[src/shared/ccv_defs.svh]
`ifndef CCV_DEFS_SVH
`define CCV_DEFS_SVH

// command message layout, most significant bit sent first
`define CCV_MSG_LEN      16
`define CCV_CNT_W        5
`define CCV_CNT_MAX      5'h11
`define CCV_HDR_HI       15
`define CCV_HDR_LO       12
`define CCV_ID_HI        11
`define CCV_ID_LO        8
`define CCV_CMD_BIT      7
`define CCV_CMDN_BIT     6
`define CCV_RSV_HI       5
`define CCV_CMD_HDR      4'ha
`define CCV_RSV_VAL      6'h00

// feedback message layout
`define CCV_FB_HDR       4'h5
`define CCV_FB_GAP       5'h10
`define CCV_FB_PAD       10'h000

`endif

[src/shared/ccv_pkg.sv]
package ccv_pkg;

    typedef enum logic [1:0] {
        CCV_RX_IDLE = 2'b01,
        CCV_RX_BUSY = 2'b10
    } ccv_rx_state_t;

endpackage : ccv_pkg

[src/design/ccv_component_command_voter.sv]
`timescale 1ns/1ps
`default_nettype none
`include "ccv_defs.svh"

module ccv_component_command_voter #(
    parameter logic [3:0] COMP_ID = 4'h0  // component address, value arbitrary
) (
    input  wire logic       core_clk_i,
    input  wire logic       reset_n_i,
    input  wire logic [1:0] cmd_frame_i,
    input  wire logic [1:0] cmd_data_i,
    input  wire logic       dual_mode_i,
    input  wire logic [1:0] chan_bypass_i,
    input  wire logic       comp_status_i,
    output logic            comp_cmd_o,
    output logic [1:0]      fb_frame_o,
    output logic [1:0]      fb_data_o
);

    // ------------------------------------------------------------
    // pin synchronisers
    // ------------------------------------------------------------
    logic [1:0] frame_m_r, frame_s_r, frame_d_r;
    logic [1:0] data_m_r,  data_s_r;
    logic       dual_m_r,  dual_s_r;
    logic [1:0] byp_m_r,   byp_s_r;
    logic       stat_m_r,  stat_s_r;

    always_ff @(posedge core_clk_i) begin
        if (!reset_n_i) begin
            frame_m_r <= 2'h0;
            frame_s_r <= 2'h0;
            frame_d_r <= 2'h0;
            data_m_r  <= 2'h0;
            data_s_r  <= 2'h0;
            dual_m_r  <= 1'h0;
            dual_s_r  <= 1'h0;
            byp_m_r   <= 2'h0;
            byp_s_r   <= 2'h0;
            stat_m_r  <= 1'h0;
            stat_s_r  <= 1'h0;
        end else begin
            frame_m_r <= cmd_frame_i;
            frame_s_r <= frame_m_r;
            frame_d_r <= frame_s_r;
            data_m_r  <= cmd_data_i;
            data_s_r  <= data_m_r;
            dual_m_r  <= dual_mode_i;
            dual_s_r  <= dual_m_r;
            byp_m_r   <= chan_bypass_i;
            byp_s_r   <= byp_m_r;
            stat_m_r  <= comp_status_i;
            stat_s_r  <= stat_m_r;
        end
    end

    // ------------------------------------------------------------
    // command receivers, one per channel
    // ------------------------------------------------------------
    logic [1:0] chan_valid;
    logic [1:0] chan_cmd;
    logic [1:0] msg_done;
    logic [1:0] msg_good;

    for (genvar g = 0; g < 2; g++) begin : g_rx
        ccv_pkg::ccv_rx_state_t          state_r, state_nxt;
        logic [`CCV_MSG_LEN-1:0]         sreg_r,  sreg_nxt;
        logic [`CCV_CNT_W-1:0]           cnt_r,   cnt_nxt;
        logic                            val_r,   val_nxt;
        logic                            cmd_r,   cmd_nxt;
        logic                            done;
        logic                            good;

        // a frame ends on the falling edge of the synchronised frame line
        assign done = frame_d_r[g] & ~frame_s_r[g];
        assign good = (cnt_r == 5'(`CCV_MSG_LEN))
                    & (sreg_r[`CCV_HDR_HI:`CCV_HDR_LO] == `CCV_CMD_HDR)
                    & (sreg_r[`CCV_ID_HI:`CCV_ID_LO] == COMP_ID)
                    & (sreg_r[`CCV_CMD_BIT] != sreg_r[`CCV_CMDN_BIT])
                    & (sreg_r[`CCV_RSV_HI:0] == `CCV_RSV_VAL);

        always_comb begin
            state_nxt = state_r;
            sreg_nxt  = sreg_r;
            cnt_nxt   = cnt_r;
            val_nxt   = val_r;
            cmd_nxt   = cmd_r;
            case (state_r)
                ccv_pkg::CCV_RX_IDLE: begin
                    if (frame_s_r[g]) begin
                        state_nxt = ccv_pkg::CCV_RX_BUSY;
                        sreg_nxt  = {sreg_r[`CCV_MSG_LEN-2:0], data_s_r[g]};
                        cnt_nxt   = 5'h01;
                    end
                end
                ccv_pkg::CCV_RX_BUSY: begin
                    if (frame_s_r[g]) begin
                        sreg_nxt = {sreg_r[`CCV_MSG_LEN-2:0], data_s_r[g]};
                        if (cnt_r != `CCV_CNT_MAX) begin
                            cnt_nxt = cnt_r + 5'h01;  // saturates: overlong stays bad
                        end
                    end else begin
                        state_nxt = ccv_pkg::CCV_RX_IDLE;
                        if (good) begin
                            val_nxt = 1'b1;
                            cmd_nxt = sreg_r[`CCV_CMD_BIT];
                        end
                    end
                end
                default: begin
                    state_nxt = ccv_pkg::CCV_RX_IDLE;
                end
            endcase
        end

        always_ff @(posedge core_clk_i) begin
            if (!reset_n_i) begin
                state_r <= ccv_pkg::CCV_RX_IDLE;
                sreg_r  <= '0;
                cnt_r   <= '0;
                val_r   <= 1'b0;
                cmd_r   <= 1'b0;
            end else begin
                state_r <= state_nxt;
                sreg_r  <= sreg_nxt;
                cnt_r   <= cnt_nxt;
                val_r   <= val_nxt;
                cmd_r   <= cmd_nxt;
            end
        end

        assign chan_valid[g] = val_r;
        assign chan_cmd[g]   = cmd_r;
        assign msg_done[g]   = done & (state_r == ccv_pkg::CCV_RX_BUSY);
        assign msg_good[g]   = good;
    end

    // ------------------------------------------------------------
    // coincidence vote
    // ------------------------------------------------------------
    logic [1:0] act;
    logic       cmd_r, cmd_nxt;

    assign act = chan_valid & chan_cmd;

    always_comb begin
        cmd_nxt = 1'b0;
        if (!dual_s_r) begin
            cmd_nxt = act[0];
        end else begin
            case (byp_s_r)
                2'b00:   cmd_nxt = act[0] & act[1];
                2'b01:   cmd_nxt = act[1];
                2'b10:   cmd_nxt = act[0];
                default: cmd_nxt = 1'b0;  // both bypassed: fail safe off
            endcase
        end
    end

    always_ff @(posedge core_clk_i) begin
        if (!reset_n_i) begin
            cmd_r <= 1'b0;
        end else begin
            cmd_r <= cmd_nxt;
        end
    end

    assign comp_cmd_o = cmd_r;

    // ------------------------------------------------------------
    // status feedback transmitter
    // ------------------------------------------------------------
    logic [`CCV_MSG_LEN-1:0] tx_sreg_r, tx_sreg_nxt;
    logic [`CCV_CNT_W-1:0]   tx_cnt_r,  tx_cnt_nxt;
    logic [1:0]              tx_en;
    logic [1:0]              fbf_r, fbf_nxt;
    logic [1:0]              fbd_r, fbd_nxt;

    // both channels carry status in dual mode, channel 0 only otherwise
    assign tx_en = {dual_s_r, 1'b1};

    always_comb begin
        tx_sreg_nxt = {tx_sreg_r[`CCV_MSG_LEN-2:0], 1'b0};
        tx_cnt_nxt  = tx_cnt_r + 5'h01;
        if (tx_cnt_r == `CCV_FB_GAP) begin
            tx_cnt_nxt  = 5'h00;
            tx_sreg_nxt = {`CCV_FB_HDR, stat_s_r, ~stat_s_r, `CCV_FB_PAD};
        end
        if (tx_cnt_r < `CCV_FB_GAP) begin
            fbf_nxt = tx_en;
            fbd_nxt = tx_en & {2{tx_sreg_r[`CCV_MSG_LEN-1]}};
        end else begin
            fbf_nxt = 2'h0;
            fbd_nxt = 2'h0;
        end
    end

    always_ff @(posedge core_clk_i) begin
        if (!reset_n_i) begin
            tx_sreg_r <= '0;
            tx_cnt_r  <= `CCV_FB_GAP;
            fbf_r     <= 2'h0;
            fbd_r     <= 2'h0;
        end else begin
            tx_sreg_r <= tx_sreg_nxt;
            tx_cnt_r  <= tx_cnt_nxt;
            fbf_r     <= fbf_nxt;
            fbd_r     <= fbd_nxt;
        end
    end

    assign fb_frame_o = fbf_r;
    assign fb_data_o  = fbd_r;
endmodule : ccv_component_command_voter

`default_nettype wire

[config.mk]
export PLATFORM = sky130hd
export DESIGN_NAME = ccv_component_command_voter
export DESIGN_NICKNAME = d
export VERILOG_FILES = /design/src/shared/ccv_pkg.sv /design/src/design/ccv_component_command_voter.sv
export VERILOG_INCLUDE_DIRS = /design/src /design/src/shared
export SDC_FILE = /design/constraint.sdc
export NUM_CORES = 1
export LEC_CHECK = 0
export ABC_CLOCK_PERIOD_IN_PS = 1400
export BUFFER_PORTS_ARGS = -buffer_cell sky130_fd_sc_hd__buf_4
export CELL_PAD_IN_SITES_DETAIL_PLACEMENT = 0
export CELL_PAD_IN_SITES_GLOBAL_PLACEMENT = 1
export CORE_MARGIN = 3
export CORE_UTILIZATION = 42
export DETAILED_ROUTE_END_ITERATION = 12
export PLACE_DENSITY_LB_ADDON = 0.1
export SLEW_MARGIN = 5
export SYNTH_ARGS = -nofsm -noshare
export SYNTH_HDL_FRONTEND = slang
export SYNTH_SLANG_ARGS = --single-unit
[constraint.sdc]
create_clock -name core_clk_i -period 1.4 [get_ports core_clk_i]
set_input_delay 0.14 -clock core_clk_i [delete_from_list [all_inputs] [get_ports core_clk_i]]
set_output_delay 0.14 -clock core_clk_i [all_outputs]
set_load 0.1 [all_outputs]
==> metrics <==
NumNets Final=around 410; Crit. End Element=flip-flop; die height=92.56 um; fmax=696.1 MHz; violated checks=negative setup slack; initial antenna violation count=0; ANT cells=0; Root Buffer=clkbuf_8; Final Slew Violations=0; Power Total=4747 uW; First-pass DRT Iterations=4; layout cells sized above 1=0.2347; number of global-route vias before repair=2,151; floorplan row count=30; number of synthesized flops with an enable pin=0; clk sink count=82; H-tree lvl count=3; Final setup violation count=5; HPWL after DPL=3708 um; clk slew on worst S/H paths=0.09 ns; worst setup margin=-0.03657 ns; IO Count=15; Yosys Warn Count=0; dominant cell type by area after synthesis=dfxtp_1; dpl ws=-0.07977 ns; remaining global-route overflow=0; Worst Hold Path Cells=3; I/O Buffers=14; 1st-iter DRT viols=64; commonest non-fill, non-tap cell in the layout=nand2_1; chip width=92.56 um; cell area after synthesis=~0.0031 mm2; Area Overhead vs Synth=24.93%; clk_skew=0.009550 ns; first-pass GRT wire length=around 9900 um; VDD IR max=0.0008160 V; clk_lat worst skew=0.36 ns; Mapped Cells=347; fillers=664; CTS tree=done; period utilisation layout=1.026; GRT Total Usage=0.1469; WL/cell=12.01 um; Worst-Margin Slew=0.4282 ns; RSZ-0062 raised after global routing=yes; routability cong.=just over 0.7; CP Max Fanout=5; worst setup path category=flip-flop to flip-flop; Post-synth ARST share=0; drt via density=4.803; CORE AREA=0.007019 mm2; most common flop cell mapped by yosys=dfxtp_1; drt drc=0; vias post-DR=~2.3k; initial core utilization=0.4483; P_leak=0.001477 uW; die area=0.008567 mm2; net count after synthesis=369; highest-count cells in the layout ignoring fill and taps=nand2_1 (78), dfxtp_1 (76), a21oi_1 (39), buf_4 (33), and2_1 (21); ANT nets after route=0; register area share after synthesis=0.5217; reg2reg path depth=6; max-cap viol count=0; Power Density=~1200 mW/mm2; Yosys cell types=45; post-synthesis register bit count=82; CTS Buf Count=9; Yosys top cell area share=0.5217; largest net degree at the start of global routing=29; Hold WC Path Type=input port to flip-flop; Final min period=1.437 ns; arrival time at the worst endpoint=1.69 ns; Slew headroom=0.7141; CP required=1.65 ns; critical path startpoint category=flip-flop; final hold viol count=0; Post-Route WL=5861 um; Max Buffers Root-to-Sink=2; top cells by area, synth=dfxtp_1 (52%), nand2_1 (9.3%), a21oi_1 (6.5%); status=finished, violations left; syn_area_per_cell=9.068 um2
-- sequential cells by signal, indices dropped and copies added (netlist names) --
name and flops:
frame_m_r 2, dual_s_r 1, g_rx.state_r 4, fb_data_o 2, g_rx.cnt_r 10, dual_m_r 1, comp_cmd_o 1, byp_m_r 2
tx_cnt_r 5, g_rx.sreg_r 32, stat_s_r 1, fb_frame_o 2, frame_s_r 2, g_rx.val_r 2, stat_m_r 1, g_rx.cmd_r 2
data_m_r 2, data_s_r 2, tx_sreg_r 6, byp_s_r 2
-- kinds of logic after synthesis --
| logic type | Yosys count | share of synthesized area |
|---|---|---|
| buffers and inverters | 26 | 0.03538 |
| flip-flops | 82 | 0.5217 |
| XOR/XNOR | 6 | 0.01670 |
| multiplexers | 5 | 0.01749 |
| AO/OA/AOI/OAI | 61 | 0.1165 |
| adder cells (fa/ha/maj) | 12 | 0.04771 |
| AND/OR/NAND/NOR | 155 | 0.2445 |
-- path summary, 6_finish.rpt --
path | from | end | slack [ns]
min reg2reg | stat_s_r | tx_sreg_r[10] | 0.42
max | g_rx[1].state_r[0] | g_rx[1].cnt_r[2] | -0.04
min | reset_n_i | tx_sreg_r[12] | 0.20
max reg2reg | g_rx[1].state_r[0] | g_rx[1].cnt_r[2] | -0.04
-- power breakdown --
group          internal, uW  switching (uW)  total (uW)
clock network          1070             859        1930
logic                   187             204         392
registers              2400            34.0        2430
-- worst max-delay path: stages, from the launching register on --
cell and delay (ns):
dfxtp_2 0.37, inv_2 0.06, ha_4 0.17, and4bb_2 0.25
a21oi_4 0.20, a21oi_2 0.07, a31o_2 0.21
-- cell usage after synthesis (3+ instances only) --
master and n:
o21ai_0 4, a21o_1 4, xnor2_1 3, nand2b_1 4
nand2_1 78, dfxtp_1 82, nor2_1 20, nand4_1 3
and3_1 3, clkbuf_1 4, a21oi_1 41, buf_2 3
nor4_1 4, and2_1 21, xor2_1 3, nand3_1 3
mux2i_1 4, inv_1 10, ha_1 12, buf_1 4
-- metrics by stage --
| step | setup TNS (ns) | hold WS, ns | area [um2] | instances | utilization |
|---|---|---|---|---|---|
| 4_1_cts | -0.04999 | 0.2055 | 3832 | 485 | 0.5460 |
| 3_3_place_gp | -0.1115 | 0.3484 | 3485 | 461 | 0.4964 |
| 6_report | -0.08168 | 0.2031 | 3931 | 488 | 0.5601 |
| 3_5_place_dp | -0.2540 | 0.3512 | 3485 | 461 | 0.4964 |
| 5_1_grt | -0.5149 | 0.2247 | 3931 | 488 | 0.5601 |
| 2_1_floorplan | 0 | 0.2673 | 3149 | 347 | - |
-- per-layer routing --
metal | share of wire | GRT usage
met5 | 0 | 0
met3 | 0.033 | 0.05849
met1 | 0.48 | 0.1840
met4 | 0.0082 | 0.05198
met2 | 0.48 | 0.2290
-- area by class of cell --
type | instances | area (um2) | share of cell area
sequential | 82 | 1652 | 0.4201
multi-input combinational | 239 | 1503 | 0.3822
timing repair buffer | 44 | 387.9 | 0.09866
clock buffer | 11 | 141.4 | 0.03596
tap | 96 | 120.1 | 0.03055
clock inverter | 5 | 86.33 | 0.02196
inverter | 11 | 41.29 | 0.01050
-- timing repair --
item	CTS	global route
hold buffers	8	0
pin swaps	6	13
endpoints found under the setup margin	11	19
hold endpoints to repair	8	0
setup buffers	0	3
resized for setup	14	23
(Power assumes the default switching activity.)
